File: src/pkg/iac_pkg.sv
// Package: constants and types for the input alarm and pulse counter block
package iac_pkg;

   // Digital input types
   typedef enum logic [2:0] {
      IAC_DIN_DISABLED = 3'h0,
      IAC_DIN_NC       = 3'h1,
      IAC_DIN_NO       = 3'h2,
      IAC_DIN_CHANGE   = 3'h3,
      IAC_DIN_COUNTER  = 3'h4,
      IAC_DIN_ARMSW    = 3'h5
   } iac_din_type;

   // Analog input types
   typedef enum logic [1:0] {
      IAC_AIN_DISABLED = 2'h0,
      IAC_AIN_V0_5     = 2'h1,
      IAC_AIN_MA0_20   = 2'h2,
      IAC_AIN_MA4_20   = 2'h3
   } iac_ain_type;

   // Event kinds carried to the messaging unit
   typedef enum logic [2:0] {
      IAC_EV_NONE     = 3'h0,
      IAC_EV_ALARM    = 3'h1,
      IAC_EV_RECOVERY = 3'h2,
      IAC_EV_CHANGE   = 3'h3,
      IAC_EV_STEP     = 3'h4,
      IAC_EV_TOTAL    = 3'h5,
      IAC_EV_HIGH     = 3'h6,
      IAC_EV_LOW      = 3'h7
   } iac_event_type;

   // Channel counts and widths
   localparam int IAC_NUM_DIN     = 8;
   localparam int IAC_NUM_AIN     = 6;
   localparam int IAC_VERIFY_W    = 16;
   localparam int IAC_COUNT_W     = 32;
   localparam int IAC_AIN_W       = 32;
   localparam int IAC_CHAN_W      = 4;

   // Fixed channel roles
   localparam int IAC_COUNTER_CH  = 0;
   localparam int IAC_ARMSW_CH    = 1;

   // Discrete input map, function code 02, one bit per address
   localparam logic [7:0] IAC_FC_READ_DISCRETE = 8'h02;
   localparam logic [3:0] IAC_DIN0_STATE_ADDR  = 4'h0;
   localparam logic [3:0] IAC_DIN7_STATE_ADDR  = 4'h7;

   // Fixed climate sensor ranges, hundredths
   localparam logic signed [15:0] IAC_TEMP_MAX_X100 = 16'sd8000;
   localparam logic signed [15:0] IAC_TEMP_MIN_X100 = -16'sd4000;
   localparam logic signed [15:0] IAC_HUM_MAX_X100  = 16'sd10000;
   localparam logic signed [15:0] IAC_HUM_MIN_X100  = 16'sd0;

   // Verify time tick: 1 ms unit at 100 MHz
   localparam int IAC_CLK_MHZ          = 100;
   localparam int IAC_VERIFY_UNIT_US   = 1000;
   localparam int IAC_VERIFY_TICK_CYC  = IAC_VERIFY_UNIT_US * IAC_CLK_MHZ;

endpackage

File: src/verilog/iac_ain_cmp.sv
// Analog threshold compare for one channel
`timescale 1ns/1ns
module iac_ain_cmp
   import iac_pkg::*;
#(
   parameter int W = IAC_AIN_W
) (
   // Clock and reset
   input  wire logic                clk_sys,
   input  wire logic                rst,
   // Configuration
   input  wire logic                enable,
   input  wire logic signed [W-1:0] thr_high,
   input  wire logic signed [W-1:0] thr_low,
   // Value and result
   input  wire logic signed [W-1:0] value,
   output logic                     high,
   output logic                     low
);

   always_ff @(posedge clk_sys or posedge rst) begin
      if (rst) begin
         high <= 1'b0;
         low  <= 1'b0;
      end else begin
         high <= enable && (value > thr_high);
         low  <= enable && (value < thr_low);
      end
   end

endmodule

File: src/verilog/iac_filter.sv
// Persistence filter: holds the level change until it lasts past the verify time
`timescale 1ns/1ns
module iac_filter
   import iac_pkg::*;
#(
   parameter int VERIFY_W = IAC_VERIFY_W
) (
   // Clock and reset
   input  wire logic                clk_sys,
   input  wire logic                rst,
   // Control
   input  wire logic                tick,
   input  wire logic [VERIFY_W-1:0] verify_time,
   // Data
   input  wire logic                raw,
   output logic                     level
);

   logic [VERIFY_W-1:0] age_r;

   // Level accepted only after raw has differed for longer than the verify time
   always_ff @(posedge clk_sys or posedge rst) begin
      if (rst) begin
         age_r <= '0;
         level <= 1'b0;
      end else if (raw == level) begin
         age_r <= '0;
      end else if (age_r > verify_time) begin
         level <= raw;
         age_r <= '0;
      end else if (tick) begin
         age_r <= age_r + 1'b1;
      end
   end

endmodule

File: src/verilog/iac_top.sv
// Input alarm evaluation, pulse counter and discrete input readout
`timescale 1ns/1ns
module iac_top
   import iac_pkg::*;
#(
   parameter int NUM_DIN        = IAC_NUM_DIN,
   parameter int NUM_AIN        = IAC_NUM_AIN,
   parameter int VERIFY_W       = IAC_VERIFY_W,
   parameter int COUNT_W        = IAC_COUNT_W,
   parameter int AIN_W          = IAC_AIN_W,
   parameter int VERIFY_TICK    = IAC_VERIFY_TICK_CYC
) (
   // Clock and reset
   input  wire logic                           clk_sys,
   input  wire logic                           rst,
   // Contact inputs, 1 = closed contact or low wet level
   input  wire logic [NUM_DIN-1:0]             din_closed,
   // Digital configuration
   input  wire logic [NUM_DIN*3-1:0]           din_type_cfg,
   input  wire logic [NUM_DIN*VERIFY_W-1:0]    din_verify_cfg,
   input  wire logic [NUM_DIN-1:0]             din_always_armed_flag,
   input  wire logic [NUM_DIN-1:0]             din_recovery_en,
   input  wire logic [NUM_DIN-1:0]             din_siren_en,
   // Pulse counter configuration
   input  wire logic                           count_en,
   input  wire logic [COUNT_W-1:0]             count_initial,
   input  wire logic [COUNT_W-1:0]             count_step,
   input  wire logic [COUNT_W-1:0]             count_total,
   // Arm control
   input  wire logic                           arm_at_reset,
   // Analog inputs and configuration
   input  wire logic [NUM_AIN*AIN_W-1:0]       analog_input,
   input  wire logic [NUM_AIN*2-1:0]           ain_type_cfg,
   input  wire logic [NUM_AIN*AIN_W-1:0]       ain_thr_high,
   input  wire logic [NUM_AIN*AIN_W-1:0]       ain_thr_low,
   input  wire logic [NUM_AIN-1:0]             ain_always_armed_flag,
   input  wire logic [NUM_AIN-1:0]             ain_recovery_en,
   input  wire logic [NUM_AIN-1:0]             ain_siren_en,
   // Discrete input read port
   input  wire logic [7:0]                     di_func,
   input  wire logic [3:0]                     di_addr,
   input  wire logic                           di_rd,
   output logic                                di_valid,
   output logic                                di_bit,
   output logic                                di_err,
   // Status
   output logic [NUM_DIN-1:0]                  din_state,
   output logic                                armed,
   output logic [COUNT_W-1:0]                  count_value,
   output logic                                siren_start,
   // Event port to messaging unit
   output logic                                ev_valid,
   output logic [IAC_CHAN_W-1:0]               ev_chan,
   output logic                                ev_analog,
   output logic [2:0]                          ev_kind,
   output logic                                ev_call
);

   // Read map and channel field serve at most eight inputs of each kind
   if (NUM_DIN < 2 || NUM_DIN > 8 || NUM_AIN < 1 || NUM_AIN > 8
       || VERIFY_TICK < 1) begin : g_bad_cfg
      $error("iac_top: unsupported parameter values");
   end

   function automatic iac_din_type din_type_of(input int ch);
      iac_din_type t;
      t = iac_din_type'(din_type_cfg[ch*3 +: 3]);
      // Counter and arm switch are legal only on their own channel
      if (t == IAC_DIN_COUNTER && ch != IAC_COUNTER_CH)
         t = IAC_DIN_DISABLED;
      if (t == IAC_DIN_ARMSW && ch != IAC_ARMSW_CH)
         t = IAC_DIN_DISABLED;
      return t;
   endfunction

   // Synchronisers for the contact pins
   logic [NUM_DIN-1:0] sync1_r;
   logic [NUM_DIN-1:0] sync2_r;
   always_ff @(posedge clk_sys or posedge rst) begin
      if (rst) begin
         sync1_r <= '0;
         sync2_r <= '0;
      end else begin
         sync1_r <= din_closed;
         sync2_r <= sync1_r;
      end
   end

   // Verify time base tick
   logic [31:0] tick_cnt_r;
   logic        tick_r;
   always_ff @(posedge clk_sys or posedge rst) begin
      if (rst) begin
         tick_cnt_r <= '0;
         tick_r     <= 1'b0;
      end else if (tick_cnt_r == 32'(VERIFY_TICK - 1)) begin
         tick_cnt_r <= '0;
         tick_r     <= 1'b1;
      end else begin
         tick_cnt_r <= tick_cnt_r + 32'h0000_0001;
         tick_r     <= 1'b0;
      end
   end

   // Filtered levels
   logic [NUM_DIN-1:0] filt;
   logic [NUM_DIN-1:0] filt_d_r;
   genvar g;
   generate
      for (g = 0; g < NUM_DIN; g++) begin : g_filt
         iac_filter #(.VERIFY_W(VERIFY_W)) u_filt (
            .clk_sys     (clk_sys),
            .rst         (rst),
            .tick        (tick_r),
            .verify_time (din_verify_cfg[g*VERIFY_W +: VERIFY_W]),
            .raw         (sync2_r[g]),
            .level       (filt[g])
         );
      end
   endgenerate

   always_ff @(posedge clk_sys or posedge rst) begin
      if (rst) begin
         filt_d_r <= '0;
      end else begin
         filt_d_r <= filt;
      end
   end

   // discrete input state register, closed reads 1
   always_ff @(posedge clk_sys or posedge rst) begin
      if (rst) begin
         din_state <= '0;
      end else begin
         din_state <= sync2_r;
      end
   end

   // Per-channel digital event decode
   logic [NUM_DIN-1:0] d_alarm;
   logic [NUM_DIN-1:0] d_recov;
   logic [NUM_DIN-1:0] d_change;
   logic [NUM_DIN-1:0] d_gate;
   always_comb begin
      for (int i = 0; i < NUM_DIN; i++) begin
         logic rise;
         logic fall;
         rise = filt[i] && !filt_d_r[i];
         fall = !filt[i] && filt_d_r[i];
         d_gate[i]   = armed || din_always_armed_flag[i];
         d_alarm[i]  = 1'b0;
         d_recov[i]  = 1'b0;
         d_change[i] = 1'b0;
         unique case (din_type_of(i))
            IAC_DIN_NC: begin
               d_alarm[i] = fall;
               d_recov[i] = rise && din_recovery_en[i];
            end
            IAC_DIN_NO: begin
               d_alarm[i] = rise;
               d_recov[i] = fall && din_recovery_en[i];
            end
            IAC_DIN_CHANGE: begin
               d_change[i] = rise || fall;
            end
            // disabled and special types raise no plain alarm
            default: begin
            end
         endcase
      end
   end

   // arm switch on channel one, arm state
   logic arm_init_r;
   always_ff @(posedge clk_sys or posedge rst) begin
      if (rst) begin
         armed      <= 1'b0;
         arm_init_r <= 1'b0;
      end else if (!arm_init_r) begin
         armed      <= arm_at_reset;
         arm_init_r <= 1'b1;
      end else if (din_type_of(IAC_ARMSW_CH) == IAC_DIN_ARMSW
                   && filt[IAC_ARMSW_CH] && !filt_d_r[IAC_ARMSW_CH]) begin
         armed <= !armed;
      end
   end

   // Pulse counter
   logic cnt_mode;
   logic cnt_pulse;
   logic cnt_loaded_r;
   logic step_hit_r;
   logic total_hit_r;
   assign cnt_mode  = (din_type_of(IAC_COUNTER_CH) == IAC_DIN_COUNTER) && count_en;
   assign cnt_pulse = cnt_mode && filt[IAC_COUNTER_CH] && !filt_d_r[IAC_COUNTER_CH];

   always_ff @(posedge clk_sys or posedge rst) begin
      if (rst) begin
         count_value  <= '0;
         cnt_loaded_r <= 1'b0;
         step_hit_r   <= 1'b0;
         total_hit_r  <= 1'b0;
      end else begin
         step_hit_r  <= 1'b0;
         total_hit_r <= 1'b0;
         if (!cnt_mode) begin
            cnt_loaded_r <= 1'b0;
         end else if (!cnt_loaded_r) begin
            count_value  <= count_initial;
            cnt_loaded_r <= 1'b1;
         end else if (cnt_pulse) begin
            if (count_value + 1'b1 == count_total) begin
               count_value <= count_initial;
               total_hit_r <= 1'b1;
            end else begin
               count_value <= count_value + 1'b1;
            end
            if (count_value + 1'b1 == count_step)
               step_hit_r <= 1'b1;
         end
      end
   end

   // Analog channels
   logic [NUM_AIN-1:0] a_high;
   logic [NUM_AIN-1:0] a_low;
   logic [NUM_AIN-1:0] a_high_d_r;
   logic [NUM_AIN-1:0] a_low_d_r;
   generate
      for (g = 0; g < NUM_AIN; g++) begin : g_ain
         iac_ain_cmp #(.W(AIN_W)) u_cmp (
            .clk_sys  (clk_sys),
            .rst      (rst),
            .enable   (iac_ain_type'(ain_type_cfg[g*2 +: 2]) != IAC_AIN_DISABLED),
            .thr_high (ain_thr_high[g*AIN_W +: AIN_W]),
            .thr_low  (ain_thr_low[g*AIN_W +: AIN_W]),
            .value    (analog_input[g*AIN_W +: AIN_W]),
            .high     (a_high[g]),
            .low      (a_low[g])
         );
      end
   endgenerate

   always_ff @(posedge clk_sys or posedge rst) begin
      if (rst) begin
         a_high_d_r <= '0;
         a_low_d_r  <= '0;
      end else begin
         a_high_d_r <= a_high;
         a_low_d_r  <= a_low;
      end
   end

   // Pending event flags; set wins over the clear from dispatch
   logic [NUM_DIN-1:0] p_alarm_r;
   logic [NUM_DIN-1:0] p_recov_r;
   logic [NUM_DIN-1:0] p_change_r;
   logic               p_step_r;
   logic               p_total_r;
   logic [NUM_AIN-1:0] p_high_r;
   logic [NUM_AIN-1:0] p_low_r;
   logic [NUM_AIN-1:0] p_arec_r;

   // Dispatch selection, one event per cycle in fixed priority
   logic                  sel_v;
   logic [IAC_CHAN_W-1:0] sel_ch;
   logic                  sel_an;
   iac_event_type         sel_k;
   always_comb begin
      sel_v  = 1'b0;
      sel_ch = '0;
      sel_an = 1'b0;
      sel_k  = IAC_EV_NONE;
      if (p_total_r) begin
         sel_v = 1'b1;
         sel_k = IAC_EV_TOTAL;
      end else if (p_step_r) begin
         sel_v = 1'b1;
         sel_k = IAC_EV_STEP;
      end
      for (int i = 0; i < NUM_DIN; i++) begin
         if (!sel_v && (p_alarm_r[i] || p_change_r[i] || p_recov_r[i])) begin
            sel_v  = 1'b1;
            sel_ch = IAC_CHAN_W'(i);
            sel_k  = p_alarm_r[i] ? IAC_EV_ALARM :
                     p_change_r[i] ? IAC_EV_CHANGE : IAC_EV_RECOVERY;
         end
      end
      for (int i = 0; i < NUM_AIN; i++) begin
         if (!sel_v && (p_high_r[i] || p_low_r[i] || p_arec_r[i])) begin
            sel_v  = 1'b1;
            sel_an = 1'b1;
            sel_ch = IAC_CHAN_W'(i);
            sel_k  = p_high_r[i] ? IAC_EV_HIGH :
                     p_low_r[i] ? IAC_EV_LOW : IAC_EV_RECOVERY;
         end
      end
   end

   // Pending flag update
   always_ff @(posedge clk_sys or posedge rst) begin
      if (rst) begin
         p_alarm_r  <= '0;
         p_recov_r  <= '0;
         p_change_r <= '0;
         p_step_r   <= 1'b0;
         p_total_r  <= 1'b0;
         p_high_r   <= '0;
         p_low_r    <= '0;
         p_arec_r   <= '0;
      end else begin
         for (int i = 0; i < NUM_DIN; i++) begin
            p_alarm_r[i]  <= (p_alarm_r[i] && !(sel_v && !sel_an && sel_ch == i
                              && sel_k == IAC_EV_ALARM)) || (d_alarm[i] && d_gate[i]);
            p_change_r[i] <= (p_change_r[i] && !(sel_v && !sel_an && sel_ch == i
                              && sel_k == IAC_EV_CHANGE)) || (d_change[i] && d_gate[i]);
            p_recov_r[i]  <= (p_recov_r[i] && !(sel_v && !sel_an && sel_ch == i
                              && sel_k == IAC_EV_RECOVERY)) || (d_recov[i] && d_gate[i]);
         end
         p_step_r  <= (p_step_r && !(sel_v && sel_k == IAC_EV_STEP))
                      || (step_hit_r && d_gate[IAC_COUNTER_CH]);
         p_total_r <= (p_total_r && !(sel_v && sel_k == IAC_EV_TOTAL))
                      || (total_hit_r && d_gate[IAC_COUNTER_CH]);
         for (int i = 0; i < NUM_AIN; i++) begin
            p_high_r[i] <= (p_high_r[i] && !(sel_v && sel_an && sel_ch == i
                            && sel_k == IAC_EV_HIGH))
                           || (a_high[i] && !a_high_d_r[i]
                               && (armed || ain_always_armed_flag[i]));
            p_low_r[i]  <= (p_low_r[i] && !(sel_v && sel_an && sel_ch == i
                            && sel_k == IAC_EV_LOW))
                           || (a_low[i] && !a_low_d_r[i]
                               && (armed || ain_always_armed_flag[i]));
            p_arec_r[i] <= (p_arec_r[i] && !(sel_v && sel_an && sel_ch == i
                            && sel_k == IAC_EV_RECOVERY))
                           || ((a_high_d_r[i] || a_low_d_r[i]) && !a_high[i] && !a_low[i]
                               && ain_recovery_en[i] && (armed || ain_always_armed_flag[i]));
         end
      end
   end

   always_ff @(posedge clk_sys or posedge rst) begin
      if (rst) begin
         ev_valid  <= 1'b0;
         ev_chan   <= '0;
         ev_analog <= 1'b0;
         ev_kind   <= IAC_EV_NONE;
         ev_call   <= 1'b0;
      end else begin
         ev_valid  <= sel_v;
         ev_chan   <= sel_ch;
         ev_analog <= sel_an;
         ev_kind   <= sel_k;
         // total asks for call and message
         ev_call   <= sel_v && sel_k == IAC_EV_TOTAL;
      end
   end

   // siren start on gated trigger of a siren-flagged channel
   always_ff @(posedge clk_sys or posedge rst) begin
      if (rst) begin
         siren_start <= 1'b0;
      end else begin
         siren_start <= |((d_alarm | d_change) & d_gate & din_siren_en)
                        | |(((a_high & ~a_high_d_r) | (a_low & ~a_low_d_r))
                            & ain_siren_en & (ain_always_armed_flag | {NUM_AIN{armed}}));
      end
   end

   // discrete input read, addresses 0 to 7, function 02
   always_ff @(posedge clk_sys or posedge rst) begin
      if (rst) begin
         di_valid <= 1'b0;
         di_bit   <= 1'b0;
         di_err   <= 1'b0;
      end else begin
         di_valid <= di_rd;
         di_bit   <= 1'b0;
         di_err   <= 1'b0;
         if (di_rd) begin
            if (di_func == IAC_FC_READ_DISCRETE && di_addr <= IAC_DIN7_STATE_ADDR
                && di_addr >= IAC_DIN0_STATE_ADDR && int'(di_addr) < NUM_DIN)
               di_bit <= din_state[di_addr[2:0]];
            else
               di_err <= 1'b1;
         end
      end
   end

   // climate sensor limits are fixed constants in the package

endmodule
File: config.mk
export PLATFORM = sky130hd
export DESIGN_NAME = iac_top
export DESIGN_NICKNAME = d
export VERILOG_FILES = /design/src/pkg/iac_pkg.sv /design/src/verilog/iac_ain_cmp.sv /design/src/verilog/iac_filter.sv /design/src/verilog/iac_top.sv
export SDC_FILE = /design/constraint.sdc
export NUM_CORES = 2
export LEC_CHECK = 0
export ABC_AREA = 1
export BUFFER_PORTS_ARGS = -buffer_cell sky130_fd_sc_hd__buf_2
export CORE_AREA = 2 2 375 377
export CTS_CLUSTER_DIAMETER = 200
export CTS_CLUSTER_SIZE = 25
export DETAILED_ROUTE_END_ITERATION = 16
export DIE_AREA = 0 0 377 379
export GPL_ROUTABILITY_DRIVEN = 0
export GPL_TIMING_DRIVEN = 0
export PLACE_DENSITY_LB_ADDON = 0.05
export SLEW_MARGIN = 10
export SYNTH_ARGS = -nofsm -noshare
export SYNTH_HDL_FRONTEND = slang
export SYNTH_HIERARCHICAL = 1
export SYNTH_SLANG_ARGS = --single-unit
File: constraint.sdc
create_clock -name clk_sys -period 5.8 [get_ports clk_sys]
set_input_delay 1.16 -clock clk_sys [delete_from_list [all_inputs] [get_ports clk_sys]]
set_output_delay 1.16 -clock clk_sys [all_outputs]
set_load 0.02 [all_outputs]
== Word level (Yosys, flattened, before mapping) ==
Cells that the tools add are included.
Cells by class
  add/sub/neg operators: 10
  order comparisons: 24
  equal/unequal tests: 68
  mux-type cells: 164
  bitwise gates (word level): 20
  reductions and logical operators: 470
Operators with widths (number)
  two-way mux 16 bit: 24
  logical AND 1 bit: 244
  greater-than comparator 32 bit: 6
  < comparator 32 bit: 6
  two-way mux 3 bit: 43
  adder 16 x 1 -> 16 bit (second input constant): 8
  greater-than comparator 16 bit: 8
  two-way mux 32 bit: 4
  logical NOT 1 bit: 100
  logical OR 1 bit: 100
  adder 32 x 1 -> 32 bit (second input constant): 2
  == test 32 bit: 2
  == test 3 bit (second input constant): 20
  two-way mux 1 bit: 56
  == test 3 x 2 -> 1 bit (second input constant): 18
  two-way mux 4 bit: 12
  == test 32 x 17 -> 1 bit (second input constant): 1
  one-hot mux 1 bit (2 select lines): 16
  == test 3 x 1 -> 1 bit (second input constant): 9
  bitwise AND 6 bit: 4
  nonzero test 3 bit: 8
  AND reduction 2 bit: 9
  bitwise AND 8 bit: 2
  == test 4 x 3 -> 1 bit (second input constant): 4
  other kinds (21): 50
Storage, ports and cells
  bits in registers: 320
  input port bits: 903
  output and inout port bits: 55
  logic and storage cells: 815

== Depth between registers and ports, before layout ==
  depth in word-level cells: 51
  depth in mapped cells: 22
  mapped depth without buffers: 21

== Cells and area by module ==
The synthesis kept the hierarchy.
Modules (own cells, without submodules)
  iac_filter: times used 8, cells each 224, area each 1597.8 um^2, sequential area each 425.4 um^2
  iac_top: times used 1, cells each 1726, area each 11542.3 um^2, sequential area each 4279.1 um^2
  iac_ain_cmp: times used 6, cells each 276, area each 1737.9 um^2, sequential area each 50.0 um^2

== Least setup slack after synthesis ==
Ideal clock, no wire load.
  kind: in2reg
  start point: input count_total[0]
  end point: register count_value[1]
  arrival time: 2.488 ns
  data required time: 5.683 ns
  slack: 3.195 ns
  cell stages on the path: 13
  buffers on the path: 1
  cells stage by stage: xor2_1 nand3_1 nor4_1 nand3b_1 nor2_4 nand3_4 buf_6 nand2_1 nand2_1 nand2_1 nand2_1 nand2_1 nand2_1
Between the ends
  cells in the longest elaborated chain, start to end: 4
Ends and longest elaborated chain
  from (decl): line iac_top.sv:28  | input wire logic [COUNT_W-1:0] count_total,
  == test 32 bit: line iac_top.sv:212  | if (count_value + 1'b1 == count_total) begin
  two-way mux 32 bit: line iac_top.sv:212
  two-way mux 32 bit: line iac_top.sv:211  | end else if (cnt_pulse) begin
  two-way mux 32 bit: line iac_top.sv:208  | end else if (!cnt_loaded_r) begin
  to (signal assigned): line iac_top.sv:209  | count_value <= count_initial;
  to (signal assigned): line iac_top.sv:213  | count_value <= count_initial;
  to (signal assigned): line iac_top.sv:216  | count_value <= count_value + 1'b1;
  to (decl): line iac_top.sv:49  | output logic [COUNT_W-1:0] count_value,
Every way passes these cells. The select of a mux whose other input is x is not followed.
A chain may end at the register's enable or synchronous reset.

== Worst setup path after layout ==
  start point: register count_value[1]
  end point: register count_value[18]
Between the ends
  cells in the longest elaborated chain, start to end: 5
Ends and longest elaborated chain (line)
  adder 32 x 1 -> 32 bit *: iac_top.sv:212, iac_top.sv:216
  == test 32 bit: iac_top.sv:212
  two-way mux 32 bit *: iac_top.sv:212
  two-way mux 32 bit *: iac_top.sv:211
  two-way mux 32 bit *: iac_top.sv:208
Mark *: on every way between the ends. The rest lies on a longest branch, timed or not. The select of a mux whose other input is x is not followed.

==> impl_metrics.env <==
export IMPL_synth_compound_area_share_pct=7.500
export IMPL_routed_via_density=4.518
export IMPL_dp_hpwl_um=133000
export IMPL_critPathSlowestCell="dfrtp_1"
export IMPL_netlist_area_um2=34750
export IMPL_die_w_um=377
export IMPL_synth_mux_area_share_pct=0
export IMPL_synth_edf_count=0
export IMPL_numPortBuffers=956
export IMPL_yosysUniqueCellTypes=55
export IMPL_cp_required_ns=6.26
export IMPL_clock_sinks=319
export IMPL_fin_cells=7990
export IMPL_seq_area_frac_synth_pct=22.97
export IMPL_tns_ns=0
export IMPL_cap_viol_max_count=0
export IMPL_met2_usage_pct=36.74
export IMPL_insertion_delay_ns=0.56
export IMPL_placed_cell_area_um2=41850
export IMPL_dr_pass1_iters=7
export IMPL_cpLargestDelayFamily="simple AND/OR/NAND/NOR gates"
export IMPL_cts_tree="done"
export IMPL_finalInstanceArea_um2=42370
export IMPL_crit_fanout=10
export IMPL_critPathBufInv=4
export IMPL_whs_ns=0.3612
export IMPL_critPathCaptureType="register"
export IMPL_syn_nets=6609
export IMPL_critical_path_cell_chain="ha_1 -> nand3_2 -> inv_2 -> nand2_1 -> clkinv_1 -> nand3_1 -> nand2_1 -> inv_2 -> nand2_1 -> nand2_1 -> nor2_1 -> nand2_1 -> nor2_4 -> nand3_4 -> buf_6 -> nand2_1 -> nand2_1 -> nand2_1 -> nand2_1 -> nand2_1 -> nand2_1"
export IMPL_place_ws_ns=1.793
export IMPL_rsz0062_at_grt="false"
export IMPL_finalClockSkew_ns=0.01871
export IMPL_slowest_delay_ns=0.49
export IMPL_routedWlPerCell_um=19.06
export IMPL_synth_xor_xnor_area_share_pct=3.251
export IMPL_post_cts_buffers=0
export IMPL_clock_path_buffers=3
export IMPL_overflow=0
export IMPL_die_h_um=379
export IMPL_grt_pass1_vias=35370
export IMPL_finalSetupViolations=0
export IMPL_dp_cells=7939
export IMPL_synthAdderAreaFrac_pct=19.15
export IMPL_power_leakage_nw=24.50
export IMPL_relSlewSlack_pct=30.71
export IMPL_combPwrFrac_pct=40.3
export IMPL_switching_share_pct=41.33
export IMPL_avgSynthCellArea_um2=6.717
export IMPL_cts_resized=0
export IMPL_dieArea_um2=142900
export IMPL_io_pins=958
export IMPL_fin_ws_ns=2.449
export IMPL_drt_wl_total_um=152300
export IMPL_drc=0
export IMPL_ctsHoldBuffers=0
export IMPL_ys_ff_latch=319
export IMPL_cp_arrival_ns=3.81
export IMPL_period_share_pct=57.78
export IMPL_min_path_type="register to register"
export IMPL_power_internal_mw=3.867
export IMPL_nets=7585
export IMPL_core_um2=138800
export IMPL_h_tree_depth=1
export IMPL_syn_instance_count=5174
export IMPL_final_common_cell="nand2_1"
export IMPL_power_frac_clock_pct=20.8
export IMPL_start_util_pct=25.03
export IMPL_vias=36100
export IMPL_grt_pass1_wl_um=222400
export IMPL_final_util_pct=30.51
export IMPL_cts_buffers=16
export IMPL_cp_start_kind="register"
export IMPL_powerDensity_nw_per_um2=155.6
export IMPL_peakVddDrop_mv=0.2117
export IMPL_drt_antenna_violating_nets=0
export IMPL_worst_slew_pin_slew_ns=1.031
export IMPL_fin_total_pwr_mw=6.592
export IMPL_ys_flop_type="dfrtp_1"
export IMPL_status="completed"
export IMPL_top_usage_layer="met2"
export IMPL_grt_max_degree=101
export IMPL_min_period_ns=3.351
export IMPL_grt_use_met3_pct=4.014
export IMPL_pwr_share_seq_pct=38.9
export IMPL_antenna_found_initial=136
export IMPL_clkTransAtPathRegs_ns=0.12
export IMPL_fmax_mhz=298.4
export IMPL_globalRouteTotalUtil_pct=20.55
export IMPL_grt_met1_usage_pct=25.58
export IMPL_cts_root_buf="clkbuf_16"
export IMPL_synthArstFlopShare_pct=100.0
export IMPL_crit_type="register to register"
export IMPL_hold_viol=0
export IMPL_synth_top_family_by_area="simple AND/OR/NAND/NOR gates"
export IMPL_drive_gt1_share_pct=20.13
export IMPL_maxSlewViolCount=0
export IMPL_crit_top_cell="nand2_1"
export IMPL_ys_warnings_count=6
export IMPL_rows=137
export IMPL_p_switching_mw=2.725
export IMPL_yosys_area_share_simple_pct=33.96
export IMPL_mostFrequentLayoutCells="nand2_1 (1,373), inv_1 (1,000), buf_2 (983)"
export IMPL_drt_iter0_drc=1808
export IMPL_area_delta_synth_final_pct=21.92
[Yosys cell counts, types with 19 or more instances]
library cell  number  area (µm²)
a21oi_1          254        1271
buf_2             27       135.1
buf_4             24       180.2
buf_6             36       405.4
dfrtp_1          319        7983
ha_1             532        6656
inv_1           1001        3757
nand2_1         1373        5154
nand2_2           42       262.8
nand3_1          328        1642
nand3b_1          23       172.7
nand4_1          251        1570
nor2_1           384        1441
nor2_2            41       256.5
nor2_4            24       270.3
nor3_1            75       375.4
nor3_2            23       230.2
o21a_1            19       142.6
o21ai_0           94       470.5
xnor2_1           44       385.4
xor2_1            85       744.5
[state kept, by name, summed over array words and instances, names as in the netlist, 3 cells and up]
register	count
p_arec_r	6
sync2_r	8
a_low_d_r	6
a_high_d_r	6
count_value	32
g_filt.u_filt/level	8
p_low_r	6
p_high_r	6
p_recov_r	8
ev_chan	3
tick_cnt_r	32
g_ain.u_cmp/high	6
filt_d_r	8
g_filt.u_filt/age_r	128
sync1_r	8
din_state	8
p_alarm_r	8
p_change_r	8
ev_kind	3
g_ain.u_cmp/low	6
[worst reg2reg max path, cell delays in order (launching register included)]
cell      delay [ns]
dfrtp_1         0.49
ha_1            0.39
nand3_2         0.21
inv_2           0.12
nand2_1         0.11
clkinv_1        0.11
nand3_1         0.08
nand2_1         0.20
inv_2           0.09
nand2_1         0.09
nand2_1         0.10
nor2_1          0.12
nand2_1         0.10
nor2_4          0.31
nand3_4         0.18
buf_6           0.19
nand2_1         0.08
nand2_1         0.05
nand2_1         0.05
nand2_1         0.07
nand2_1         0.06
nand2_1         0.05
[path summary, 6_finish.rpt]
path                                      from            endpoint  slack, ns  cells past startpoint
min in group asynchronous                  rst  g_ain[1].u_cmp/low       0.82                      2
worst min-delay path                sync1_r[1]          sync2_r[1]       0.36                      0
worst min register to register      sync1_r[1]          sync2_r[1]       0.36                      0
worst max register to register  count_value[1]     count_value[18]       2.45                     21
max in group asynchronous                  rst      tick_cnt_r[17]       3.78                      3
worst max-delay path            count_value[1]     count_value[18]       2.45                     21
[area by class of cell]
type,instances,area (µm²)
multi-input cells,3743,22210
clock inverters,1,8.758
diodes,33,82.58
clock buffers,17,425.4
flip-flops and latches,319,7983
fillers,15580,96480
well taps,1807,2261
inverters,1015,3817
plain buffers,97,759.5
repair buffers,958,4822
[logic make-up (layout without fill, tap and decap cells)]
family | Yosys count | in the layout
AOI/OAI and AO/OA | 462 | 462
xor gates and xnor gates | 129 | 129
adders and majority gates | 532 | 532
buffers and inverters | 1112 | 2088
DFF | 319 | 319
other | 2 | 35
and+or+nand+nor | 2618 | 2618
[per-layer routing]
metal	up-vias	share of wire, %
met3	257	5.5
met5	-	0.32
met1	16220	43
met2	906	49
met4	76	2.0
li1	18640	-
[power groups by stage]
stage / registers, mW / clock network [mW] / logic, mW
2_1_floorplan: 2.59 / 0 / 1.53
3_3_place_gp: 2.61 / 0 / 2.67
3_5_place_dp: 2.60 / 0 / 2.68
4_1_cts: 2.56 / 1.47 / 2.69
5_1_grt: 2.57 / 1.53 / 3.02
6_report: 2.56 / 1.37 / 2.66
No activity file was read; power rests on OpenSTA's default activity.
